`src/rtl/timer_pair_pkg.sv`:
```
// Constants shared by the paired 8-bit timer block
package timer_pair_pkg;

    // ----------------------------------------------------------------
    // Data path and register addresses
    // ----------------------------------------------------------------
    localparam int DATA_W = 8;
    localparam int ADDR_W = 16;
    localparam logic [15:0] COUNTER_A_ADDR = 16'hff60;
    localparam logic [15:0] COMPARE_A_ADDR = 16'hff61;
    localparam logic [15:0] MODE_CTRL_A_ADDR = 16'hff62;
    localparam logic [15:0] COUNTER_B_ADDR = 16'hff63;
    localparam logic [15:0] COMPARE_B_ADDR = 16'hff64;
    localparam logic [15:0] HIGH_WIDTH_ADDR = 16'hff65;
    localparam logic [15:0] MODE_CTRL_B_ADDR = 16'hff69;

    // ----------------------------------------------------------------
    // Field positions, write masks and reset values
    // ----------------------------------------------------------------
    localparam int RUN_BIT = 7;
    localparam int CLK_SEL_A_HI = 4;
    localparam int CLK_SEL_A_LO = 3;
    localparam int MODE_SEL_A_BIT = 1;
    localparam int CLK_SEL_B_HI = 5;
    localparam int CLK_SEL_B_LO = 3;
    localparam int MODE_SEL_B_HI = 2;
    localparam int MODE_SEL_B_LO = 1;
    localparam int OUT_EN_B_BIT = 0;
    localparam logic [7:0] MODE_CTRL_A_MASK = 8'h9a;
    localparam logic [7:0] MODE_CTRL_B_MASK = 8'hbf;
    localparam logic [7:0] MODE_CTRL_RESET = 8'h00;
    localparam logic [7:0] COUNT_ZERO = 8'h00;
    localparam logic [7:0] COUNT_FULL = 8'hff;
    localparam logic [7:0] READ_UNMAPPED = 8'h00;

    // ----------------------------------------------------------------
    // Joint mode codes {mode_sel_a, mode_sel_b_hi, mode_sel_b_lo}
    // ----------------------------------------------------------------
    localparam logic [2:0] CODE_DISCRETE = 3'h0;
    localparam logic [2:0] CODE_CASCADE = 3'h5;
    localparam logic [2:0] CODE_CARRIER = 3'h3;
    localparam logic [2:0] CODE_PWM = 3'h2;

    typedef enum logic [4:0] {
        MODE_DISCRETE = 5'b00001,
        MODE_CASCADE = 5'b00010,
        MODE_CARRIER = 5'b00100,
        MODE_PWM = 5'b01000,
        MODE_PROHIBITED = 5'b10000
    } joint_mode_t;

    // ----------------------------------------------------------------
    // Count clock selection
    // ----------------------------------------------------------------
    localparam int PRESCALE_W = 8;
    localparam int DIV_4 = 2;
    localparam int DIV_8 = 3;
    localparam int DIV_16 = 4;
    localparam int DIV_64 = 6;
    localparam int DIV_256 = 8;
    localparam logic [1:0] SEL_A_DIV64 = 2'h0;
    localparam logic [1:0] SEL_A_DIV256 = 2'h1;
    localparam logic [1:0] SEL_A_MATCH_B = 2'h2;
    localparam logic [1:0] SEL_A_OUT_B = 2'h3;
    localparam logic [2:0] SEL_B_FULL0 = 3'h0;
    localparam logic [2:0] SEL_B_DIV4_0 = 3'h1;
    localparam logic [2:0] SEL_B_FULL1 = 3'h2;
    localparam logic [2:0] SEL_B_DIV4_1 = 3'h3;
    localparam logic [2:0] SEL_B_DIV8 = 3'h4;
    localparam logic [2:0] SEL_B_DIV16 = 3'h5;

endpackage : timer_pair_pkg

```
`src/rtl/dual_8bit_timer_cascade.sv`:
```
// Paired 8-bit timers with discrete, cascade, carrier and PWM modes
`timescale 1ns/10ps
`default_nettype none

module dual_8bit_timer_cascade (
    input wire logic i_ref_clk,
    input wire logic i_reset_n,
    input wire logic [15:0] i_addr,
    input wire logic i_wr_en,
    input wire logic [7:0] i_wr_data,
    input wire logic i_bit_en,
    input wire logic [2:0] i_bit_idx,
    input wire logic i_bit_val,
    input wire logic i_rd_en,
    output logic [7:0] o_rd_data,
    output logic o_match_irq_a,
    output logic o_match_irq_b,
    output logic o_timer_out_b,
    output logic o_timer_out_b_oe
);

    // ----------------------------------------------------------------
    // Helper functions
    // ----------------------------------------------------------------

    // Byte write replaces, bit write changes one bit, mask keeps zeros
    function automatic logic [7:0] apply_write(
        input logic [7:0] old_val,
        input logic byte_we,
        input logic [7:0] wdata,
        input logic bit_we,
        input logic [2:0] idx,
        input logic bval,
        input logic [7:0] mask
    );
        logic [7:0] tmp;
        tmp = old_val;
        if (byte_we)
            tmp = wdata;
        else if (bit_we)
            tmp[idx] = bval;
        return tmp & mask;
    endfunction : apply_write

    // Joint mode decode from the three mode bits
    function automatic timer_pair_pkg::joint_mode_t decode_mode(input logic [2:0] code);
        timer_pair_pkg::joint_mode_t m;
        case (code)
            timer_pair_pkg::CODE_DISCRETE: m = timer_pair_pkg::MODE_DISCRETE;
            timer_pair_pkg::CODE_CASCADE: m = timer_pair_pkg::MODE_CASCADE;
            timer_pair_pkg::CODE_CARRIER: m = timer_pair_pkg::MODE_CARRIER;
            timer_pair_pkg::CODE_PWM: m = timer_pair_pkg::MODE_PWM;
            default: m = timer_pair_pkg::MODE_PROHIBITED;
        endcase
        return m;
    endfunction : decode_mode

    // Count enable for B from its clock select
    function automatic logic pick_tick_b(
        input logic [2:0] sel,
        input logic [timer_pair_pkg::PRESCALE_W:0] t
    );
        logic r;
        case (sel)
            timer_pair_pkg::SEL_B_FULL0: r = t[0];
            timer_pair_pkg::SEL_B_FULL1: r = t[0];
            timer_pair_pkg::SEL_B_DIV4_0: r = t[timer_pair_pkg::DIV_4];
            timer_pair_pkg::SEL_B_DIV4_1: r = t[timer_pair_pkg::DIV_4];
            timer_pair_pkg::SEL_B_DIV8: r = t[timer_pair_pkg::DIV_8];
            timer_pair_pkg::SEL_B_DIV16: r = t[timer_pair_pkg::DIV_16];
            default: r = 1'b0;
        endcase
        return r;
    endfunction : pick_tick_b

    // ----------------------------------------------------------------
    // Registers and wires
    // ----------------------------------------------------------------
    logic [7:0] mode_ctrl_a_reg;
    logic [7:0] mode_ctrl_b_reg;
    logic [7:0] compare_a_reg;
    logic [7:0] compare_b_reg;
    logic [7:0] high_width_reg;
    logic [7:0] rd_data_reg;
    logic irq_a_reg;
    logic irq_b_reg;
    logic wave_b_reg;
    logic burst_gate_reg;
    logic pin_reg;
    logic pin_oe_reg;
    logic clk_src_prev_reg;

    logic [7:0] mode_ctrl_a_next;
    logic [7:0] mode_ctrl_b_next;
    logic [7:0] rd_data_next;
    logic irq_a_next;
    logic irq_b_next;
    logic wave_b_next;
    logic burst_gate_next;
    logic pin_next;

    logic [timer_pair_pkg::PRESCALE_W:0] tick_div;
    logic [7:0] counter_a;
    logic [7:0] counter_b;
    timer_pair_pkg::joint_mode_t joint_mode;

    logic is_discrete;
    logic is_cascade;
    logic is_carrier;
    logic is_pwm;
    logic is_wave;
    logic run_a;
    logic run_b;
    logic run_a_eff;
    logic run_b_eff;
    logic out_en_b;
    logic [1:0] clk_sel_a;
    logic [2:0] clk_sel_b;
    logic eq_a;
    logic eq_b;
    logic eq_hw;
    logic joint_eq;
    logic tick_b;
    logic tick_a;
    logic tick_a_sel;
    logic wrap_a;
    logic wrap_b;
    logic match_b_pulse;
    logic match_a_pulse;
    logic clk_src;
    logic clk_src_rise;

    // ----------------------------------------------------------------
    // Address decode
    // ----------------------------------------------------------------

    // Strobes per register
    logic we_mode_a_byte;
    logic we_mode_a_bit;
    logic we_mode_b_byte;
    logic we_mode_b_bit;
    logic we_compare_a;
    logic we_compare_b;
    logic we_high_width;

    assign we_mode_a_byte = i_wr_en && (i_addr == timer_pair_pkg::MODE_CTRL_A_ADDR);
    assign we_mode_a_bit = i_bit_en && (i_addr == timer_pair_pkg::MODE_CTRL_A_ADDR);
    assign we_mode_b_byte = i_wr_en && (i_addr == timer_pair_pkg::MODE_CTRL_B_ADDR);
    assign we_mode_b_bit = i_bit_en && (i_addr == timer_pair_pkg::MODE_CTRL_B_ADDR);
    // Compares take byte writes only; bit writes there are ignored
    assign we_compare_a = i_wr_en && (i_addr == timer_pair_pkg::COMPARE_A_ADDR);
    assign we_compare_b = i_wr_en && (i_addr == timer_pair_pkg::COMPARE_B_ADDR);
    assign we_high_width = i_wr_en && (i_addr == timer_pair_pkg::HIGH_WIDTH_ADDR);

    // Mode register next values, bit or byte granular
    assign mode_ctrl_a_next = apply_write(mode_ctrl_a_reg, we_mode_a_byte, i_wr_data,
        we_mode_a_bit, i_bit_idx, i_bit_val, timer_pair_pkg::MODE_CTRL_A_MASK);
    assign mode_ctrl_b_next = apply_write(mode_ctrl_b_reg, we_mode_b_byte, i_wr_data,
        we_mode_b_bit, i_bit_idx, i_bit_val, timer_pair_pkg::MODE_CTRL_B_MASK);

    // ----------------------------------------------------------------
    // Mode decode
    // ----------------------------------------------------------------

    // Field extraction
    assign run_a = mode_ctrl_a_reg[timer_pair_pkg::RUN_BIT];
    assign run_b = mode_ctrl_b_reg[timer_pair_pkg::RUN_BIT];
    assign out_en_b = mode_ctrl_b_reg[timer_pair_pkg::OUT_EN_B_BIT];
    assign clk_sel_a = mode_ctrl_a_reg[timer_pair_pkg::CLK_SEL_A_HI:timer_pair_pkg::CLK_SEL_A_LO];
    assign clk_sel_b = mode_ctrl_b_reg[timer_pair_pkg::CLK_SEL_B_HI:timer_pair_pkg::CLK_SEL_B_LO];

    // Joint mode from one bit of A and two bits of B
    assign joint_mode = decode_mode({mode_ctrl_a_reg[timer_pair_pkg::MODE_SEL_A_BIT],
        mode_ctrl_b_reg[timer_pair_pkg::MODE_SEL_B_HI],
        mode_ctrl_b_reg[timer_pair_pkg::MODE_SEL_B_LO]});
    assign is_discrete = (joint_mode == timer_pair_pkg::MODE_DISCRETE);
    assign is_cascade = (joint_mode == timer_pair_pkg::MODE_CASCADE);
    assign is_carrier = (joint_mode == timer_pair_pkg::MODE_CARRIER);
    assign is_pwm = (joint_mode == timer_pair_pkg::MODE_PWM);
    assign is_wave = is_carrier || is_pwm;

    // Run control: cascade ignores run A and follows run B
    assign run_a_eff = is_cascade ? run_b : (run_a && !(joint_mode == timer_pair_pkg::MODE_PROHIBITED));
    assign run_b_eff = run_b && !(joint_mode == timer_pair_pkg::MODE_PROHIBITED);

    // ----------------------------------------------------------------
    // Count clocks and compare logic
    // ----------------------------------------------------------------
    timer_prescaler #(
        .DIV_W(timer_pair_pkg::PRESCALE_W)
    ) u_prescaler (
        .i_ref_clk(i_ref_clk),
        .i_reset_n(i_reset_n),
        .o_tick(tick_div)
    );

    // Continuous equality against each compare
    assign eq_a = (counter_a == compare_a_reg);
    assign eq_b = (counter_b == compare_b_reg);
    assign eq_hw = (counter_b == high_width_reg);
    assign joint_eq = eq_a && eq_b;

    assign tick_b = pick_tick_b(clk_sel_b, tick_div);

    // B wrap: own match, joint match in cascade, phase compare in wave modes
    assign wrap_b = is_cascade ? joint_eq :
                    is_wave ? (wave_b_reg ? eq_hw : eq_b) :
                    eq_b;
    assign match_b_pulse = run_b_eff && tick_b && (is_cascade ? joint_eq : eq_b);

    // Clock source for select 11: carrier in carrier mode, else B output
    assign clk_src = is_carrier ? wave_b_reg : pin_reg;
    assign clk_src_rise = clk_src && !clk_src_prev_reg;

    // Clock select for A in its own modes
    assign tick_a_sel = (clk_sel_a == timer_pair_pkg::SEL_A_DIV64) ? tick_div[timer_pair_pkg::DIV_64] :
                        (clk_sel_a == timer_pair_pkg::SEL_A_DIV256) ? tick_div[timer_pair_pkg::DIV_256] :
                        (clk_sel_a == timer_pair_pkg::SEL_A_MATCH_B) ? match_b_pulse :
                        clk_src_rise;

    // Cascade: A is the high byte, stepping on B carry or the joint clear
    assign tick_a = is_cascade ? (tick_b && ((counter_b == timer_pair_pkg::COUNT_FULL) || joint_eq)) :
                    tick_a_sel;
    assign wrap_a = is_cascade ? joint_eq : eq_a;
    assign match_a_pulse = run_a_eff && tick_a && eq_a;

    // ----------------------------------------------------------------
    // Counters
    // ----------------------------------------------------------------
    timer_counter8 #(
        .WIDTH(timer_pair_pkg::DATA_W)
    ) u_counter_a (
        .i_ref_clk(i_ref_clk),
        .i_reset_n(i_reset_n),
        .i_run(run_a_eff),
        .i_tick(tick_a),
        .i_wrap(wrap_a),
        .o_count(counter_a)
    );

    timer_counter8 #(
        .WIDTH(timer_pair_pkg::DATA_W)
    ) u_counter_b (
        .i_ref_clk(i_ref_clk),
        .i_reset_n(i_reset_n),
        .i_run(run_b_eff),
        .i_tick(tick_b),
        .i_wrap(wrap_b),
        .o_count(counter_b)
    );

    // ----------------------------------------------------------------
    // Interrupts, waveform and output pin
    // ----------------------------------------------------------------

    // A never interrupts in cascade; B needs the joint match there
    assign irq_a_next = match_a_pulse && !is_cascade;
    assign irq_b_next = match_b_pulse;

    // Raw B waveform: toggle on match, or low/high phases in wave modes
    always_comb
    begin
        wave_b_next = wave_b_reg;
        if (!run_b_eff)
            wave_b_next = 1'b0;
        else if (tick_b)
        begin
            if (is_wave)
            begin
                if (!wave_b_reg && eq_b)
                    wave_b_next = 1'b1;
                else if (wave_b_reg && eq_hw)
                    wave_b_next = 1'b0;
            end
            else if (is_cascade ? joint_eq : eq_b)
                wave_b_next = !wave_b_reg;
        end
    end

    // Burst gate flips on each A match in carrier mode
    assign burst_gate_next = (!is_carrier || !run_a_eff) ? 1'b0 :
                             match_a_pulse ? !burst_gate_reg : burst_gate_reg;

    // Pin: low when disabled, carrier gated by the burst in carrier mode
    assign pin_next = !out_en_b ? 1'b0 :
                      is_carrier ? (wave_b_reg && burst_gate_reg) : wave_b_reg;

    // ----------------------------------------------------------------
    // Read path
    // ----------------------------------------------------------------

    // Byte reads; counters are read-only, unmapped reads zero
    assign rd_data_next = (i_addr == timer_pair_pkg::COUNTER_A_ADDR) ? counter_a :
                          (i_addr == timer_pair_pkg::COUNTER_B_ADDR) ? counter_b :
                          (i_addr == timer_pair_pkg::COMPARE_A_ADDR) ? compare_a_reg :
                          (i_addr == timer_pair_pkg::COMPARE_B_ADDR) ? compare_b_reg :
                          (i_addr == timer_pair_pkg::HIGH_WIDTH_ADDR) ? high_width_reg :
                          (i_addr == timer_pair_pkg::MODE_CTRL_A_ADDR) ? mode_ctrl_a_reg :
                          (i_addr == timer_pair_pkg::MODE_CTRL_B_ADDR) ? mode_ctrl_b_reg :
                          timer_pair_pkg::READ_UNMAPPED;

    // ----------------------------------------------------------------
    // Storage
    // ----------------------------------------------------------------

    // Mode registers, cleared by reset
    always_ff @(posedge i_ref_clk or negedge i_reset_n)
    begin
        if (!i_reset_n)
        begin
            mode_ctrl_a_reg <= timer_pair_pkg::MODE_CTRL_RESET;
            mode_ctrl_b_reg <= timer_pair_pkg::MODE_CTRL_RESET;
        end
        else
        begin
            mode_ctrl_a_reg <= mode_ctrl_a_next;
            mode_ctrl_b_reg <= mode_ctrl_b_next;
        end
    end

    // Compare registers have no reset value
    always_ff @(posedge i_ref_clk)
    begin
        if (we_compare_a)
            compare_a_reg <= i_wr_data;
        if (we_compare_b)
            compare_b_reg <= i_wr_data;
        if (we_high_width)
            high_width_reg <= i_wr_data;
    end

    // Event, waveform and read state
    always_ff @(posedge i_ref_clk or negedge i_reset_n)
    begin
        if (!i_reset_n)
        begin
            irq_a_reg <= 1'b0;
            irq_b_reg <= 1'b0;
            wave_b_reg <= 1'b0;
            burst_gate_reg <= 1'b0;
            pin_reg <= 1'b0;
            pin_oe_reg <= 1'b0;
            clk_src_prev_reg <= 1'b0;
            rd_data_reg <= timer_pair_pkg::COUNT_ZERO;
        end
        else
        begin
            irq_a_reg <= irq_a_next;
            irq_b_reg <= irq_b_next;
            wave_b_reg <= wave_b_next;
            burst_gate_reg <= burst_gate_next;
            pin_reg <= pin_next;
            pin_oe_reg <= out_en_b;
            clk_src_prev_reg <= clk_src;
            if (i_rd_en)
                rd_data_reg <= rd_data_next;
        end
    end

    // Outputs straight from flip-flops
    assign o_rd_data = rd_data_reg;
    assign o_match_irq_a = irq_a_reg;
    assign o_match_irq_b = irq_b_reg;
    assign o_timer_out_b = pin_reg;
    assign o_timer_out_b_oe = pin_oe_reg;

endmodule : dual_8bit_timer_cascade
`default_nettype wire

```
`src/rtl/timer_prescaler.sv`:
```
// Free-running divider giving one-cycle enables at main clock over 2^k
`timescale 1ns/10ps
`default_nettype none

module timer_prescaler #(
    parameter int DIV_W = 8
) (
    input wire logic i_ref_clk,
    input wire logic i_reset_n,
    output logic [DIV_W:0] o_tick
);

    logic [DIV_W-1:0] div_reg;

    // Free counter, never stopped so every rate stays in phase
    always_ff @(posedge i_ref_clk or negedge i_reset_n)
    begin
        if (!i_reset_n)
            div_reg <= '0;
        else
            div_reg <= div_reg + 1'b1;
    end

    // Divide by one is a constant enable
    assign o_tick[0] = 1'b1;

    // Divide by 2^k pulses when the low k bits are all ones
    genvar k;
    generate
        for (k = 1; k <= DIV_W; k++)
        begin : g_tick
            assign o_tick[k] = &div_reg[k-1:0];
        end
    endgenerate

endmodule : timer_prescaler
`default_nettype wire

```
`src/rtl/timer_counter8.sv`:
```
// One up-counter with stop-clear and wrap-to-zero on its count enable
`timescale 1ns/10ps
`default_nettype none

module timer_counter8 #(
    parameter int WIDTH = 8
) (
    input wire logic i_ref_clk,
    input wire logic i_reset_n,
    input wire logic i_run,
    input wire logic i_tick,
    input wire logic i_wrap,
    output logic [WIDTH-1:0] o_count
);

    logic [WIDTH-1:0] count_reg;
    logic [WIDTH-1:0] count_next;

    // Stopped counters read zero; a wrap on a tick returns to zero
    assign count_next = !i_run ? '0 :
                        !i_tick ? count_reg :
                        i_wrap ? '0 : count_reg + 1'b1;

    // Counter storage, zero from reset
    always_ff @(posedge i_ref_clk or negedge i_reset_n)
    begin
        if (!i_reset_n)
            count_reg <= '0;
        else
            count_reg <= count_next;
    end

    assign o_count = count_reg;

endmodule : timer_counter8
`default_nettype wire

```
`config.mk`:
```
export PLATFORM = sky130hd
export DESIGN_NAME = dual_8bit_timer_cascade
export DESIGN_NICKNAME = d
export VERILOG_FILES = /design/src/rtl/timer_pair_pkg.sv /design/src/rtl/dual_8bit_timer_cascade.sv /design/src/rtl/timer_prescaler.sv /design/src/rtl/timer_counter8.sv
export SDC_FILE = /design/constraint.sdc
export NUM_CORES = 1
export LEC_CHECK = 0
export ABC_AREA = 1
export BUFFER_PORTS_ARGS = -buffer_cell sky130_fd_sc_hd__buf_2
export CORE_UTILIZATION = 54
export DETAILED_ROUTE_END_ITERATION = 6
export HOLD_SLACK_MARGIN = 0.12
export PLACE_DENSITY = 0.79
export SYNTH_ARGS = -nofsm -noshare
export SYNTH_HDL_FRONTEND = slang
export SYNTH_HIERARCHICAL = 1
export SYNTH_SLANG_ARGS = --single-unit
```
`constraint.sdc`:
```
create_clock -name i_ref_clk -period 2.4 [get_ports i_ref_clk]
set_input_delay 0.36 -clock i_ref_clk [delete_from_list [all_inputs] [get_ports i_ref_clk]]
set_output_delay 0.36 -clock i_ref_clk [all_outputs]
set_load 0.01 [all_outputs]
```
==> run_results.csv <==
group,metric,value,unit
critical_path,reg2regPathDepth,18,
synthesis,syn_area_per_cell,7.54,um^2
critical_path,crit_chain,"ha_2 > ha_1 > or2_2 > o211ai_1 > nand2_1 > inv_2 > nor2_1 > nand3_2 > nand2_1 > nand2_1 > nand2_1 > nand2_2 > nand2_4 > inv_6 > nand2_8 > nand2_2 > o21ai_1 > nor2_1",
final_layout,nNetsFinal,696,
critical_path,worstPathArrival,2.57,ns
place,port-buffer-count,44,
worst_hold_path,hp-start,"i_wr_data[6]",
synthesis,ys_warn_count,6,
clock_tree,clkSinkCount,74,
worst_hold_path,whs_endpoint,"high_width_reg[6]",
worst_hold_path,hold_path.class,"in2reg",
synthesis,syn_nets,621,
global_route,grt_max_degree,31,
detailed_routing,routed_via_density,5.51,
detailed_routing,dr_total_vias,4216,
sta,final_max_slew_viol_count,0,
power,switching_share,22.8,%
final_layout,layout-drive-gt1-share,19.8,%
global_route,grt_pass1_vias,3749,
sta,fin_crit_sh,95.3,%
global_route,grt.total_usage,27.6,%
critical_path,r2r_end,"u_counter_a/o_count[4]",
place,dpl.cell_count,747,
critical_path,cpMostUsedCell,"nand2_1",
die,core,7810,um^2
global_route,antenna_found_initial,0,
sta,slew_headroom,45.5,%
clock_tree,clk_pin_slew_worst_paths,0.08,ns
die,initial_utilization,56.3,%
sta,setup_violations,0,
synthesis,syn_inst,583,
synthesis,netlist_area,4400,um^2
clock_tree,insertion_delay,0.35,ns
power,p_int,1.81,mW
clock_tree,clk_path_buf_depth,2,
critical_path,critPathKind,"reg2reg",
job,cap_violations,0,
die,die_w,92.2,um
detailed_routing,wl_per_cell,14.7,um
power,leakagePower,2.52,nW
detailed_routing,first_iter_violations,265,
power,combPwrFrac,4.0,%
detailed_routing,ant_nets,0,
power,max-vdd-ir-drop,0.000305,V
critical_path,path_max_fanout,6,
worst_hold_path,whs_path_depth,1,
sta,setup_tns,0,ns
outcome,status,"complete, no violations",
global_route,grt_pass1_wl,17900,um
sta,max_slew.worst_pin.slew,0.818,ns
detailed_routing,wirelength,11200,um
power,p_clk_share,40.5,%
critical_path,slowest_delay,0.40,ns
critical_path,start_kind,"flop",
critical_path,required,2.68,ns
clock_tree,cts_tree,"done",
power,p_per_area,456,nW/um^2
die,io_pins,45,
detailed_routing,drc,0,
final_layout,finalNonFillerCells,765,
sta,max_freq,0.437,GHz
detailed_routing,firstDrtPassIters,5,
sta,fin_skew,0.00802,ns
final_layout,diodes,0,
power,seqPwrFrac,55.5,%
clock_tree,htreeDepth,3,
die,dieArea,8510,um^2
die,rows,32,
power,power.switching,0.535,mW
global_route,grt-ovfl-total,0,
critical_path,r2r_slack,0.11,ns
die,die_h,92.2,um
critical_path,end_kind,"flop",
sta,hold_viol,0,
critical_path,critPathSlowestCell,"dfrtp_1",
place,dp_hpwl,8660,um
clock_tree,numCtsBuffers,9,
final_layout,area_growth_syn_to_layout,17.0,%
clock_tree,root_buffer,"clkbuf_8",
critical_path,rr_startpoint,"u_prescaler/div_reg[0]",
sta,finalCriticalPeriod,2.29,ns
place,place_congestion,0.964,
## final cells by class
class	instances	area [um^2]
clock inverter	5	56.3
tap	102	128
timing repair buffer	66	388
multi-input combinational	403	2070
clock buffer	11	131
inverter	104	395
fill	656	2660
sequential	74	1970
## worst max-delay path: cells and delay by family (launching register included)
family / cells / cell delay, ns
buf+inv: 2 / 0.15
fa+ha+maj: 2 / 0.37
simple gates: 12 / 1.14
compound gates: 2 / 0.16
flops: 1 / 0.40
## worst max-delay path by stage
| stage | from | endpoint | slack, ns |
|---|---|---|---|
| after CTS | u_prescaler/div_reg[0] | u_counter_a/o_count[3] | 0.03 |
| after detailed placement | u_prescaler/div_reg[0] | u_counter_a/o_count[3] | 0.07 |
| final | u_prescaler/div_reg[0] | u_counter_a/o_count[4] | 0.11 |
| after global placement | u_prescaler/div_reg[0] | u_counter_a/o_count[3] | 0.15 |
| after global routing | u_counter_a/o_count[6] | u_counter_a/o_count[4] | -0.05 |
| after floorplan | u_prescaler/div_reg[0] | u_counter_a/o_count[3] | 0.15 |
## stage by stage
stage | power (mW) | hold slack [ns] | utilization, % | setup slack, ns | instance area [um^2]
2_1_floorplan | 1.36 | 0.0644 | - | 0.146 | 4400
4_1_cts | 2.35 | 0.234 | 65.1 | 0.0300 | 5080
5_1_grt | 2.42 | 0.219 | 65.9 | -0.0470 | 5140
3_5_place_dp | 1.42 | 0.419 | 62.5 | 0.0741 | 4880
6_report | 2.35 | 0.239 | 65.9 | 0.112 | 5140
3_3_place_gp | 1.42 | 0.401 | 62.5 | 0.154 | 4880
## power by group through the flow
stage          combinational [mW]  clock (mW)  sequential, mW
2_1_floorplan              0.0272           0            1.33
3_3_place_gp               0.0888           0            1.33
3_5_place_dp               0.0924           0            1.33
4_1_cts                    0.0939       0.957            1.30
5_1_grt                     0.105        1.01            1.30
6_report                   0.0933       0.950            1.30
## per-layer routing
layer	vias to the layer above	routed length (um)	track usage [%]
met5	-	0	0
met4	0	78	5.99
met3	8	836	6.47
met2	174	5300	44.7
met1	1985	5010	37.9
li1	2049	-	-
## timing repair
| item | CTS | global route |
|---|---|---|
| hold buffers | 1 | 0 |
| setup buffers | 0 | 1 |
| resized for setup | 0 | 14 |
| endpoints found under the hold margin | 28 | 0 |
| endpoints found under the setup margin | 0 | 8 |
## cell usage in the layout, fill, tap and decap left out, drive strengths merged
master and count:
a211oi 2, a21oi 23, a221oi 1, a31oi 3, buf 65, bufinv 1
clkbuf 11, clkinv 4, clkinvlp 1, conb 1, dfrtp 50, dlygate4sd3 1
edfxtp 24, ha 5, inv 103, nand2 183, nand3 42, nand3b 1
nand4 9, nor2 68, nor3 10, o2111ai 5, o211ai 7, o21ai 18
o21bai 3, o221ai 9, o22ai 6, o311ai 1, or2 1, xnor2 2
xor2 3
(Power assumes the default switching activity.)
